$ cat config.mk
export PLATFORM = sky130hd
export DESIGN_NAME = cbrc_slave
export DESIGN_NICKNAME = d
export VERILOG_FILES = /design/src/rtl/cbrc_pkg.sv /design/src/rtl/cbrc_decode.sv /design/src/rtl/cbrc_slave.sv
export SDC_FILE = /design/constraint.sdc
export NUM_CORES = 1
export LEC_CHECK = 0
export ABC_CLOCK_PERIOD_IN_PS = 3760
export BUFFER_PORTS_ARGS = -buffer_cell sky130_fd_sc_hd__buf_4
export CORE_MARGIN = 8
export CORE_UTILIZATION = 35
export CTS_CLUSTER_DIAMETER = 50
export DETAILED_ROUTE_END_ITERATION = 8
export HOLD_SLACK_MARGIN = 0.15
export PLACE_DENSITY = 0.71
export SKIP_CTS_REPAIR_TIMING = 1
export SYNTH_ARGS = -nofsm -noshare
export SYNTH_HDL_FRONTEND = slang
export SYNTH_HIERARCHICAL = 1
export SYNTH_SLANG_ARGS = --single-unit
$ cat constraint.sdc
create_clock -name mclk -period 3.76 [get_ports mclk]
set_clock_uncertainty 0.15 [all_clocks]
set_input_delay 0.188 -clock mclk [delete_from_list [all_inputs] [get_ports mclk]]
set_output_delay 0.188 -clock mclk [all_outputs]
set_load 0.02 [all_outputs]
$ cat src/rtl/cbrc_pkg.sv
// shared constants and types for the control block register slave
package cbrc_pkg;
  localparam int unsigned ADDR_W      = 32;
  localparam int unsigned DATA_W      = 64;
  localparam int unsigned CTRL_BLK_OFF_W = 24;
  localparam int unsigned SLOT_IDX_W  = 4;
  localparam int unsigned SLOT_COUNT  = 16;
  localparam int unsigned SLOT_LSB    = 3;
  localparam int unsigned FLAG_W      = 8;
  localparam int unsigned MERR_LSB    = 8;
  localparam int unsigned VERS_LSB    = 16;
  localparam int unsigned ID_LSB      = 32;
  localparam int unsigned BOT_LSB     = 48;
  localparam int unsigned TOP_LSB     = 56;
  localparam int unsigned WIDE_SZ     = 8;
  localparam int unsigned NARROW_SZ   = 4;
  localparam logic [7:0]  RECEIVE_ERROR_BIT = 8'h00;
  localparam logic [7:0]  ERR_UNDEF_BIT = 8'h01;
  localparam logic [7:0]  ERR_ALIGN_BIT = 8'h02;
  localparam logic [7:0]  ERR_UBLK_BIT  = 8'h03;
  localparam logic [7:0]  PERR_IMPL_MASK = 8'h0f;
  localparam logic [23:0] VERSION_REG_OFF = 24'h00_0000;
  localparam logic [23:0] CTRL_OFF    = 24'h00_0008;
  localparam logic [23:0] STAT_OFF    = 24'h00_0010;
  localparam logic [23:0] UNDEF_LO    = 24'h00_0040;
  localparam logic [23:0] UNDEF_HI    = 24'h00_007f;
  localparam logic [63:0] UNDEF_READ  = 64'hdead_0000_0000_dead;
  localparam logic [63:0] CTRL_RW_MASK = 64'h0000_0000_ffff_ffff;
  localparam logic [63:0] ZERO64      = 64'h0000_0000_0000_0000;

  typedef enum logic [1:0] {CBRC_BLK_CTRL, CBRC_BLK_DATA, CBRC_BLK_UNDEF} cbrc_blk_t;
  typedef enum logic [1:0] {CBRC_SLOT_RES, CBRC_SLOT_UNDEF, CBRC_SLOT_DEF} cbrc_slot_t;

  typedef struct packed {
    logic        valid;
    logic        store;
    logic        wide;
    logic [31:0] addr;
    logic [63:0] wdata;
  } cbrc_req_t;

  typedef struct packed {
    logic        valid;
    logic        error;
    logic [63:0] rdata;
  } cbrc_rsp_t;
endpackage

$ cat src/rtl/cbrc_decode.sv
// address decode into block class and register slot class
`timescale 1ns/1ps
module cbrc_decode #(
  parameter logic [31:0] CTRL_BLK_BASE  = 32'h1000_0000,
  parameter logic [31:0] DATA_BLK_BASE  = 32'h2000_0000,
  parameter logic [31:0] DATA_BLK_LIMIT = 32'h2fff_ffff
) (
  input  wire logic [31:0]        addr,
  input  wire logic               wide,
  output cbrc_pkg::cbrc_blk_t     blk,
  output cbrc_pkg::cbrc_slot_t    slot,
  output logic [23:0]             offset,
  output logic                    misaligned
);
  always_comb
  begin
    offset = addr[23:0];
    // control block spans a full 16 Mbyte window above its base
    if (addr[31:24] == CTRL_BLK_BASE[31:24])
      blk = cbrc_pkg::CBRC_BLK_CTRL;
    else if (addr >= DATA_BLK_BASE && addr <= DATA_BLK_LIMIT)
      blk = cbrc_pkg::CBRC_BLK_DATA;
    else
      blk = cbrc_pkg::CBRC_BLK_UNDEF;
    misaligned = wide ? (addr[2:0] != 3'h0) : (addr[1:0] != 2'h0);
    // build-time slot table
    if (offset[23:3] == cbrc_pkg::VERSION_REG_OFF[23:3]
        || offset[23:3] == cbrc_pkg::CTRL_OFF[23:3]
        || offset[23:3] == cbrc_pkg::STAT_OFF[23:3])
      slot = cbrc_pkg::CBRC_SLOT_DEF;
    else if (offset >= cbrc_pkg::UNDEF_LO && offset <= cbrc_pkg::UNDEF_HI)
      slot = cbrc_pkg::CBRC_SLOT_UNDEF;
    else
      slot = cbrc_pkg::CBRC_SLOT_RES;
  end
endmodule

$ cat src/rtl/cbrc_slave.sv
// control block register slave with version control register and error flags
// Behaviour
// - classify blocks; undefined block requests go to debug
// - one control block per module
// - data blocks contiguous, no version register
// - registers 32 or 64 bit, naturally aligned
// - control block decodes a 16 Mbyte space
// - whole word load and store accesses
// - reserved slot reads zero, ignores writes
// - undefined register request sets error flag
// - undefined response may set receiver flag
// - undefined read gives fixed value, write ignored
// - every defined bit belongs to one field
// - reserved field reads zero, writes discarded
// - read-only field returns value, ignores writes
// - read/write field stores written value
// - hardware changes only volatile fields
// - writable fields may start undefined
// - bit 0 least, bit 63 most significant
// - offset is byte offset from block base
// - offset zero holds nonzero version register
// - error flags reset zero, hardware sets
`timescale 1ns/1ps
module cbrc_slave #(
  parameter logic [15:0] MOD_VERS = 16'h0001,  // arbitrary value
  parameter logic [15:0] MOD_ID   = 16'h00a5,  // arbitrary value
  parameter logic [7:0]  BOT_MB   = 8'h20,
  parameter logic [7:0]  TOP_MB   = 8'h2f
) (
  input  wire logic                  mclk,
  input  wire logic                  resetn,
  input  wire cbrc_pkg::cbrc_req_t   req,
  output logic                       req_ready,
  output cbrc_pkg::cbrc_rsp_t        rsp,
  input  wire logic                  rsp_in_valid,
  input  wire logic                  rsp_in_error,
  output logic                       debug_err,
  output logic [31:0]                debug_addr,
  output logic                       data_block_valid,
  output logic [31:0]                data_block_addr,
  output logic [31:0]                ctrl_out,
  input  wire logic [31:0]           stat_in
);
  cbrc_pkg::cbrc_blk_t  blk;
  cbrc_pkg::cbrc_slot_t slot;
  logic [23:0]          offset;
  logic                 misaligned;
  logic [7:0]           perr_reg;
  logic [7:0]           perr_next;
  logic [7:0]           merr_reg;
  logic [31:0]          ctrl_reg;
  logic [31:0]          stat_reg;
  logic [63:0]          rdata_next;
  logic                 err_next;
  logic                 ctrl_hit;
  logic                 wr_ok;
  logic                 undef_blk_req;
  logic                 data_blk_req;
  logic                 low_half;
  logic                 version_hit;
  logic                 ctrl_word_hit;
  logic                 stat_word_hit;
  logic                 flag_load;
  logic [7:0]           flag_wdata;
  logic                 set_receive;
  logic                 set_undef_slot;
  logic                 set_align;
  logic                 set_undef_blk;
  logic [63:0]          version_value;
  logic [63:0]          ctrl_value;
  logic [63:0]          stat_value;
  logic [63:0]          slot_word;
  logic                 rsp_valid_reg;
  logic                 rsp_error_reg;
  logic [63:0]          rsp_rdata_reg;

  cbrc_decode u_decode (
    .addr       (req.addr),
    .wide       (req.wide),
    .blk        (blk),
    .slot       (slot),
    .offset     (offset),
    .misaligned (misaligned)
  );

  function automatic logic [63:0] version_word(input logic [7:0] perr, input logic [7:0] merr);
    version_word = {TOP_MB, BOT_MB, MOD_ID, MOD_VERS, merr, perr};
  endfunction

  // offsets name one slot when they agree above the byte lanes of a wide register
  function automatic logic slot_match(input logic [23:0] off, input logic [23:0] slot_off);
    slot_match = off[23:cbrc_pkg::SLOT_LSB] == slot_off[23:cbrc_pkg::SLOT_LSB];
  endfunction

  // a narrow load of the upper word of a slot returns that half in the low lanes
  function automatic logic [63:0] lane_select(input logic [63:0] word, input logic wide,
                                              input logic upper);
    if (!wide && upper)
      lane_select = {32'h0000_0000, word[63:32]};
    else
      lane_select = word;
  endfunction

  assign req_ready     = 1'b1;
  assign ctrl_hit      = req.valid && blk == cbrc_pkg::CBRC_BLK_CTRL && !misaligned;
  assign wr_ok         = ctrl_hit && req.store && slot == cbrc_pkg::CBRC_SLOT_DEF;
  assign ctrl_out      = ctrl_reg;
  assign undef_blk_req = req.valid && blk == cbrc_pkg::CBRC_BLK_UNDEF;
  assign data_blk_req  = req.valid && blk == cbrc_pkg::CBRC_BLK_DATA;
  assign low_half      = !offset[2];
  assign version_hit   = slot_match(offset, cbrc_pkg::VERSION_REG_OFF);
  assign ctrl_word_hit = slot_match(offset, cbrc_pkg::CTRL_OFF);
  assign stat_word_hit = slot_match(offset, cbrc_pkg::STAT_OFF);

  // error events; a single request fires at most one of them, a receive error may fire alongside it
  assign set_receive    = rsp_in_valid && rsp_in_error;
  assign set_undef_slot = ctrl_hit && slot == cbrc_pkg::CBRC_SLOT_UNDEF;
  assign set_align      = req.valid && misaligned && blk == cbrc_pkg::CBRC_BLK_CTRL;
  assign set_undef_blk  = undef_blk_req;
  assign flag_load      = wr_ok && version_hit && low_half;
  assign flag_wdata     = req.wdata[7:0] & cbrc_pkg::PERR_IMPL_MASK;

  // field images of the defined registers; control and status upper words are reserved and read zero
  assign version_value = version_word(perr_reg, merr_reg);
  assign ctrl_value    = {32'h0000_0000, ctrl_reg};
  assign stat_value    = {32'h0000_0000, stat_reg};

  // defined slot select; the slot table guarantees exactly one of the three hits
  always_comb
  begin
    slot_word = stat_value;
    if (version_hit)
      slot_word = version_value;
    else if (ctrl_word_hit)
      slot_word = ctrl_value;
  end

  // read mux per slot class, answered one cycle after the request
  always_comb
  begin
    rdata_next = cbrc_pkg::ZERO64;
    err_next   = 1'b0;
    if (undef_blk_req)
      err_next = 1'b1;
    else if (req.valid && misaligned)
      err_next = 1'b1;
    else if (ctrl_hit && !req.store)
    begin
      unique case (slot)
        cbrc_pkg::CBRC_SLOT_RES:
          rdata_next = cbrc_pkg::ZERO64;
        cbrc_pkg::CBRC_SLOT_UNDEF:
          rdata_next = cbrc_pkg::UNDEF_READ;
        cbrc_pkg::CBRC_SLOT_DEF:
          rdata_next = slot_word;
        default:
          rdata_next = cbrc_pkg::ZERO64;
      endcase
      rdata_next = lane_select(rdata_next, req.wide, !low_half);
    end
  end

  // error flag update: a hardware set beats a software clear in the same cycle
  always_comb
  begin
    perr_next = perr_reg;
    if (flag_load)
      perr_next = flag_wdata;
    if (set_undef_slot)
      perr_next[cbrc_pkg::ERR_UNDEF_BIT[2:0]] = 1'b1;
    if (set_align)
      perr_next[cbrc_pkg::ERR_ALIGN_BIT[2:0]] = 1'b1;
    if (set_receive)
      perr_next[cbrc_pkg::RECEIVE_ERROR_BIT[2:0]] = 1'b1;
    if (set_undef_blk)
      perr_next[cbrc_pkg::ERR_UBLK_BIT[2:0]] = 1'b1;
  end

  always_ff @(posedge mclk or negedge resetn)
  begin
    if (!resetn)
      perr_reg <= 8'h00;
    else
      perr_reg <= perr_next;
  end

  // module specific flags: none implemented, field held at zero
  always_ff @(posedge mclk or negedge resetn)
  begin
    if (!resetn)
      merr_reg <= 8'h00;
    else
      merr_reg <= 8'h00;
  end

  // read/write control word; reset given anyway, cheaper than x-tracking
  always_ff @(posedge mclk or negedge resetn)
  begin
    if (!resetn)
      ctrl_reg <= 32'h0000_0000;
    else if (wr_ok && ctrl_word_hit && low_half)
      ctrl_reg <= req.wdata[31:0] & cbrc_pkg::CTRL_RW_MASK[31:0];
  end

  // volatile read-only status sampled from the module core every cycle
  always_ff @(posedge mclk or negedge resetn)
  begin
    if (!resetn)
      stat_reg <= 32'h0000_0000;
    else
      stat_reg <= stat_in;
  end

  // response strobe: data block requests are answered by the block's owner instead
  always_ff @(posedge mclk or negedge resetn)
  begin
    if (!resetn)
      rsp_valid_reg <= 1'b0;
    else
      rsp_valid_reg <= req.valid && blk != cbrc_pkg::CBRC_BLK_DATA;
  end

  always_ff @(posedge mclk or negedge resetn)
  begin
    if (!resetn)
      rsp_error_reg <= 1'b0;
    else
      rsp_error_reg <= err_next;
  end

  always_ff @(posedge mclk or negedge resetn)
  begin
    if (!resetn)
      rsp_rdata_reg <= cbrc_pkg::ZERO64;
    else
      rsp_rdata_reg <= rdata_next;
  end

  assign rsp = '{valid: rsp_valid_reg, error: rsp_error_reg, rdata: rsp_rdata_reg};

  // undefined block requests are handed to the debug recorder
  always_ff @(posedge mclk or negedge resetn)
  begin
    if (!resetn)
      debug_err <= 1'b0;
    else
      debug_err <= undef_blk_req;
  end

  // the address holds until the next such request so the recorder may pick it up late
  always_ff @(posedge mclk or negedge resetn)
  begin
    if (!resetn)
      debug_addr <= 32'h0000_0000;
    else if (undef_blk_req)
      debug_addr <= req.addr;
  end

  // data block accesses pass on; they never see the version register
  always_ff @(posedge mclk or negedge resetn)
  begin
    if (!resetn)
      data_block_valid <= 1'b0;
    else
      data_block_valid <= data_blk_req;
  end

  always_ff @(posedge mclk or negedge resetn)
  begin
    if (!resetn)
      data_block_addr <= 32'h0000_0000;
    else if (data_blk_req)
      data_block_addr <= req.addr;
  end
endmodule

After elaboration in Yosys (flattened, before gate mapping):

Index checks and enable logic that the tools add are counted.

* bits in registers: 200
* logic and storage cells: 77
* output and inout port bits: 165
* input port bits: 135

* magnitude comparators: 4
* muxes and demuxes: 19
* reduce and logical (&&, ||, !) cells: 33
* equality and inequality tests: 8

Operator list (count)
* 64-bit 2-to-1 mux: 5
* 64-bit case mux with 2 select lines: 1
* 32-bit by 30-bit greater-or-equal comparator with 1-bit output, second input constant: 1
* 32-bit by 30-bit less-or-equal comparator with 1-bit output, second input constant: 1
* 32-bit 2-to-1 mux: 1
* 24-bit by 7-bit greater-or-equal comparator with 1-bit output, second input constant: 1
* 24-bit by 7-bit less-or-equal comparator with 1-bit output, second input constant: 1
* 21-bit by 1-bit == test with 1-bit output, second input constant: 1
* 21-bit by 2-bit == test with 1-bit output, second input constant: 1
* 21-bit logical NOT: 1
* 1-bit logical AND: 19
* 2-bit nonzero test: 5
* 8-bit by 5-bit == test with 1-bit output, second input constant: 1
* 1-bit 2-to-1 mux: 8
* 2-bit 2-to-1 mux: 3
* 2-bit by 1-bit == test with 1-bit output, second input constant: 2
* 2-bit == test, second input constant: 2
* 1-bit logical NOT: 4
* 4-bit 2-to-1 mux: 1
* 3-bit nonzero test: 1
* 2-bit logical NOT: 1
* 1-bit logical OR: 2
* 2-bit by 1-bit inequality test with 1-bit output, second input constant: 1

Depth between registers and ports, before layout:

* depth after elaboration: 13
* depth in mapped cells: 10

Cells and area by module:

Netlist, hierarchy kept.

Modules (own cells, without submodules)
* cbrc_slave: instances 1, sequential area each 4279.1 µm², area an instance 6845.3 µm², cells each 612
* cbrc_decode: instances 1, sequential area each 0.0 µm², area an instance 285.3 µm², cells each 40

Worst setup path before layout:

Ideal clock, no wire load.

* path type: input -> register
* start: input port req[95] (netlist bit)
* end: register perr_reg[2]
* setup slack: 1.022 ns
* library setup time: 0.120 ns
* data arrival time: 2.468 ns
* stages on the path: 7
* cell sequence: nor4b_1 -> a21oi_1 -> nor4b_4 -> nand3_1 -> nor3_4 -> mux2_1 -> a31o_1

* longest elaborated chain between the ends: 12

Ends and longest elaborated chain
* start: declaration: line cbrc_slave.sv:32 `input wire cbrc_pkg::cbrc_req_t req,`
* 32-bit by 30-bit greater-or-equal comparator with 1-bit output / 32-bit by 30-bit less-or-equal comparator with 1-bit output (equally long branches): line cbrc_decode.sv:21 `else if (addr >= DATA_BLK_BASE && addr <= DATA_BLK_LIMIT)`
* 1-bit logical AND: line cbrc_decode.sv:21
* 2-bit 2-to-1 mux: line cbrc_decode.sv:21
* 2-bit 2-to-1 mux *: line cbrc_decode.sv:19 `if (addr[31:24] == CTRL_BLK_BASE[31:24])`
* via blk[1]: line cbrc_slave.sv:44 `cbrc_pkg::cbrc_blk_t blk;`
* 2-bit logical NOT *: line cbrc_slave.sv:105, cbrc_slave.sv:118
* 1-bit logical AND (2 in a row): line cbrc_slave.sv:105 `assign ctrl_hit = req.valid && blk == cbrc_pkg::CBRC_BLK_CTRL && !misaligned;`
* 1-bit logical AND (2 in a row): line cbrc_slave.sv:106 `assign wr_ok = ctrl_hit && req.store && slot == cbrc_pkg::CBRC_SLOT_DEF;`
* 1-bit logical AND (2 in a row): line cbrc_slave.sv:120 `assign flag_load = wr_ok && version_hit && low_half;`
* 2-bit nonzero test (no line)
* end signal: assignment: line cbrc_slave.sv:184 `perr_reg <= perr_next;`
* end: declaration: line cbrc_slave.sv:48 `logic [7:0] perr_reg;`

Mark *: on every way through the listed nets, which the timed path passes. The rest lies on a longest branch.
A chain may end at the register's enable or synchronous reset.

Final worst setup path:

* start: input port req[84] (netlist bit)
* end: register rsp_rdata_reg[22]

RTL lines
* 24-bit by 7-bit greater-or-equal comparator with 1-bit output, or another cell as far along: line cbrc_decode.sv:31 `else if (offset >= cbrc_pkg::UNDEF_LO && offset <= cbrc_pkg::UNDEF_HI)`
* 1-bit logical AND / 1-bit logical OR (equally long branches): line cbrc_decode.sv:31, cbrc_decode.sv:28
* 1-bit 2-to-1 mux / 1-bit logical OR (equally long branches): line cbrc_decode.sv:31, cbrc_decode.sv:29
* 2-bit 2-to-1 mux *: line cbrc_decode.sv:27 `if (offset[23:3] == cbrc_pkg::VERSION_REG_OFF[23:3]`
* via slot[0]: line cbrc_slave.sv:45 `cbrc_pkg::cbrc_slot_t slot;`
* 2-bit == test / 2-bit by 1-bit == test with 1-bit output (equally long branches): line cbrc_slave.sv:149 `unique case (slot)`
* 64-bit case mux with 2 select lines *: line cbrc_slave.sv:149
* 64-bit 2-to-1 mux *: line cbrc_slave.sv:98 `if (!wide && upper)`
* 64-bit 2-to-1 mux *: line cbrc_slave.sv:147 `else if (ctrl_hit && !req.store)`
* 64-bit 2-to-1 mux *: line cbrc_slave.sv:145 `else if (req.valid && misaligned)`
* 64-bit 2-to-1 mux *: line cbrc_slave.sv:143 `if (undef_blk_req)`
* via rdata_next[22]: line cbrc_slave.sv:53 `logic [63:0] rdata_next;`
* end signal: assignment: line cbrc_slave.sv:234 `rsp_rdata_reg <= cbrc_pkg::ZERO64;`
* end signal: assignment: line cbrc_slave.sv:236 `rsp_rdata_reg <= rdata_next;`
* end: declaration: line cbrc_slave.sv:75 `logic [63:0] rsp_rdata_reg;`

Marks and branches as above.

==> flow_results.xml <==
<?xml version="1.0" encoding="UTF-8"?>
<metrics>
  <group name="critical_path">
    <metric name="setup.worst_path.end_class" unit="">flop</metric>
    <metric name="worstPathMaxFanout" unit="">15</metric>
    <metric name="worstPathRequired" unit="ns">3.94</metric>
    <metric name="timing.critical_path.max_delay_family" unit="">simple AND/OR/NAND/NOR gates</metric>
    <metric name="crit_arrival" unit="ns">3.42</metric>
    <metric name="worst-r2r-cell-count" unit="">3</metric>
    <metric name="sequence_of_cells_on_the_critical_path" unit="">dlygate4sd3_1 &gt; buf_4 &gt; nor4_1 &gt; nand4_1 &gt; nor4_2 &gt; inv_1 &gt; ha_1 &gt; nand2b_1 &gt; nor2_2 &gt; nand3_2 &gt; a21oi_1</metric>
    <metric name="startpoint_type" unit="">primary input</metric>
    <metric name="setup.worst_path.class" unit="">in2reg</metric>
    <metric name="timing.critical_path.from" unit="">req[84]</metric>
    <metric name="critical_path.slowest_cell" unit="">sky130_fd_sc_hd__dlygate4sd3_1</metric>
    <metric name="max_stage_delay" unit="ns">0.53</metric>
    <metric name="critical_path_cell_count" unit="">11</metric>
    <metric name="rr_startpoint" unit="">perr_reg[0]$_DFFE_PN0P_</metric>
    <metric name="cp_num_buf_inv" unit="">3</metric>
  </group>
  <group name="place">
    <metric name="portBuffers" unit="">251</metric>
    <metric name="place_congestion" unit="">0.780</metric>
    <metric name="post-place-cells" unit="">1119</metric>
    <metric name="dpl.hpwl" unit="mm">16.0</metric>
    <metric name="placement.cell_area" unit="um^2">8950</metric>
    <metric name="pre_cts_ws" unit="ns">0.579</metric>
  </group>
  <group name="min_path">
    <metric name="hold_depth" unit="">2</metric>
    <metric name="worst_hold_path_type" unit="">in2reg</metric>
    <metric name="timing.hold.worst.start" unit="">stat_in[14]</metric>
  </group>
  <group name="timing">
    <metric name="postLayoutSetupSlackWorst" unit="ns">0.524</metric>
    <metric name="timing.final.crit_share" unit="%">86.1</metric>
    <metric name="highest_clock_rate" unit="MHz">309</metric>
    <metric name="setup_total_negative_slack" unit="ns">0</metric>
    <metric name="fin_crit" unit="ns">3.24</metric>
    <metric name="report.final.hold_viol_count" unit="">0</metric>
    <metric name="max_slew_margin" unit="%">24.2</metric>
    <metric name="setup-violations-final" unit="">0</metric>
    <metric name="worst_pin_slew" unit="ns">1.14</metric>
    <metric name="unrepaired_setup_endpoints_after_global_routing" unit="">no</metric>
    <metric name="slew_viol_final" unit="">0</metric>
  </group>
  <group name="routing">
    <metric name="detail_route.vias_per_cell" unit="">4.60</metric>
    <metric name="num_vias" unit="">5770</metric>
    <metric name="final_wirelength" unit="mm">23.0</metric>
    <metric name="drtPass1Iterations" unit="">4</metric>
    <metric name="number_of_design_rule_violations_left_after_detail_routing" unit="">0</metric>
    <metric name="drt_iter0_drc" unit="">365</metric>
    <metric name="ant_nets_after_route" unit="">0</metric>
    <metric name="wl_per_cell" unit="um">18.3</metric>
  </group>
  <group name="global_route">
    <metric name="overflow" unit="">0</metric>
    <metric name="wire_length_of_the_first_global_routing_pass" unit="mm">31.9</metric>
    <metric name="antenna_found_initial" unit="">0</metric>
    <metric name="via_count_of_the_first_global_routing_pass" unit="">5465</metric>
    <metric name="maximum_number_of_pins_on_one_net_before_global_route_repair" unit="">104</metric>
    <metric name="global_route_usage_sum" unit="%">16.9</metric>
  </group>
  <group name="layout">
    <metric name="largest_reg_flops" unit="">35</metric>
    <metric name="final_net_count" unit="">1108</metric>
    <metric name="fin_area" unit="um^2">10500</metric>
    <metric name="drive_above_1_share" unit="%">31.8</metric>
    <metric name="insertedDiodeCount" unit="">0</metric>
    <metric name="non_filler_instance_count_after_layout" unit="">1253</metric>
    <metric name="filler_cell_count" unit="">1769</metric>
    <metric name="layout-area-overhead-vs-synth" unit="%">48.0</metric>
  </group>
  <group name="pwr">
    <metric name="p_leak" unit="nW">5.45</metric>
    <metric name="power" unit="W">0.00421</metric>
    <metric name="power.ir.vdd_worst" unit="uV">284</metric>
    <metric name="power_density" unit="nW/um^2">399</metric>
  </group>
  <group name="logic_synthesis">
    <metric name="syn_area_per_cell" unit="um^2">10.9</metric>
    <metric name="synth_warnings" unit="">6</metric>
    <metric name="post_synth_inst_count" unit="">650</metric>
    <metric name="netlist_area" unit="um^2">7120</metric>
  </group>
  <group name="run">
    <metric name="maxCapViolCount" unit="">0</metric>
  </group>
  <group name="clock_tree">
    <metric name="numCtsBuffers" unit="">17</metric>
    <metric name="worst_skew_pair.late_latency" unit="ns">0.42</metric>
    <metric name="ctsRootBufferMaster" unit="">sky130_fd_sc_hd__clkbuf_16</metric>
    <metric name="clock_tree_from_tritoncts" unit="">yes</metric>
    <metric name="htreeDepth" unit="">4</metric>
    <metric name="cts.clk_slew.worst_paths" unit="ns">0.07</metric>
    <metric name="cts_buffer_depth" unit="">2</metric>
    <metric name="cts.sinks" unit="">171</metric>
  </group>
  <group name="outcome">
    <metric name="run_status" unit="">finished, final reports clean</metric>
  </group>
  <group name="floorplanning">
    <metric name="row_count" unit="">52</metric>
    <metric name="die-height" unit="um">159</metric>
    <metric name="initial_core_util" unit="%">35.4</metric>
    <metric name="core_region_area" unit="um^2">20100</metric>
    <metric name="io_count" unit="">300</metric>
    <metric name="floorplan.die_area" unit="um^2">25100</metric>
    <metric name="horizontal_die_dimension" unit="um">159</metric>
  </group>
</metrics>
[cells in the final DEF (no fill, tap or decap), types with 3 or more instances in the layout]
cell                            instances
sky130_fd_sc_hd__nor4_1                 5
sky130_fd_sc_hd__inv_6                  4
sky130_fd_sc_hd__ha_1                   3
sky130_fd_sc_hd__nor4_2                 5
sky130_fd_sc_hd__mux2_1                33
sky130_fd_sc_hd__mux2i_1               17
sky130_fd_sc_hd__clkbuf_16             17
sky130_fd_sc_hd__dfrtp_1              171
sky130_fd_sc_hd__dlygate4sd3_1        102
sky130_fd_sc_hd__and3_1                 4
sky130_fd_sc_hd__nor2_1                17
sky130_fd_sc_hd__inv_1                  5
sky130_fd_sc_hd__o21ai_0                3
sky130_fd_sc_hd__nor2b_1                6
sky130_fd_sc_hd__o21ai_1               13
sky130_fd_sc_hd__nand2b_1               5
sky130_fd_sc_hd__clkinv_2               3
sky130_fd_sc_hd__mux2_2                 6
sky130_fd_sc_hd__nand3_1                9
sky130_fd_sc_hd__a221oi_1               4
sky130_fd_sc_hd__buf_4                259
sky130_fd_sc_hd__a21oi_1               13
sky130_fd_sc_hd__nand2_1              214
sky130_fd_sc_hd__conb_1                16
[final timing paths]
kind	endpoint	slack [ns]
max	rsp_rdata_reg[22]$_DFF_PN0_	0.52
min	stat_reg[14]$_DFF_PN0_	0.28
max reg2reg	perr_reg[0]$_DFFE_PN0P_	2.17
min reg2reg	data_block_addr[2]$_DFFE_PN0P_	0.33
max in group asynchronous	data_block_addr[12]$_DFFE_PN0P_	2.25
min in group asynchronous	ctrl_out[30]$_DFFE_PN0P_	0.31
[power breakdown]
| part | internal [W] | switching, W |
|---|---|---|
| clock | 0.000937 | 0.000754 |
| sequential | 0.00192 | 0.0000412 |
| combinational | 0.000259 | 0.000294 |
[layout make-up]
cell class | count | area (um^2) | share of cell area (%)
Clock buffer | 20 | 447 | 4.24
Tap cell | 270 | 338 | 3.21
Multi-Input combinational cell | 412 | 2340 | 22.2
Sequential cell | 171 | 4280 | 40.6
Inverter | 5 | 18.8 | 0.178
Clock inverter | 12 | 113 | 1.07
Timing Repair Buffer | 363 | 3000 | 28.5
[metal layers]
layer,vias up,wire length (um),GRT usage [%]
met5,-,0,0
met4,0,637,6.42
met3,42,1430,4.99
met2,195,11800,28.0
met1,2818,9130,20.6
li1,2715,-,-
[worst reg2reg max path: stages (launching register included)]
cell	delay [ns]
sky130_fd_sc_hd__dfrtp_1	0.37
sky130_fd_sc_hd__nor2b_1	0.12
sky130_fd_sc_hd__a221o_1	0.27
sky130_fd_sc_hd__dlygate4sd3_1	0.57
[per-stage QoR]
| stage | utilization [%] | hold slack (ns) |
|---|---|---|
| finish | 52.4 | 0.275 |
| global route | 52.4 | 0.250 |
| CTS | 47.3 | -0.299 |
| detailed placement | 44.5 | 0.149 |
| global placement | 44.5 | 0.148 |
| floorplan | - | -0.258 |
Power figures use the tool's default switching activity.
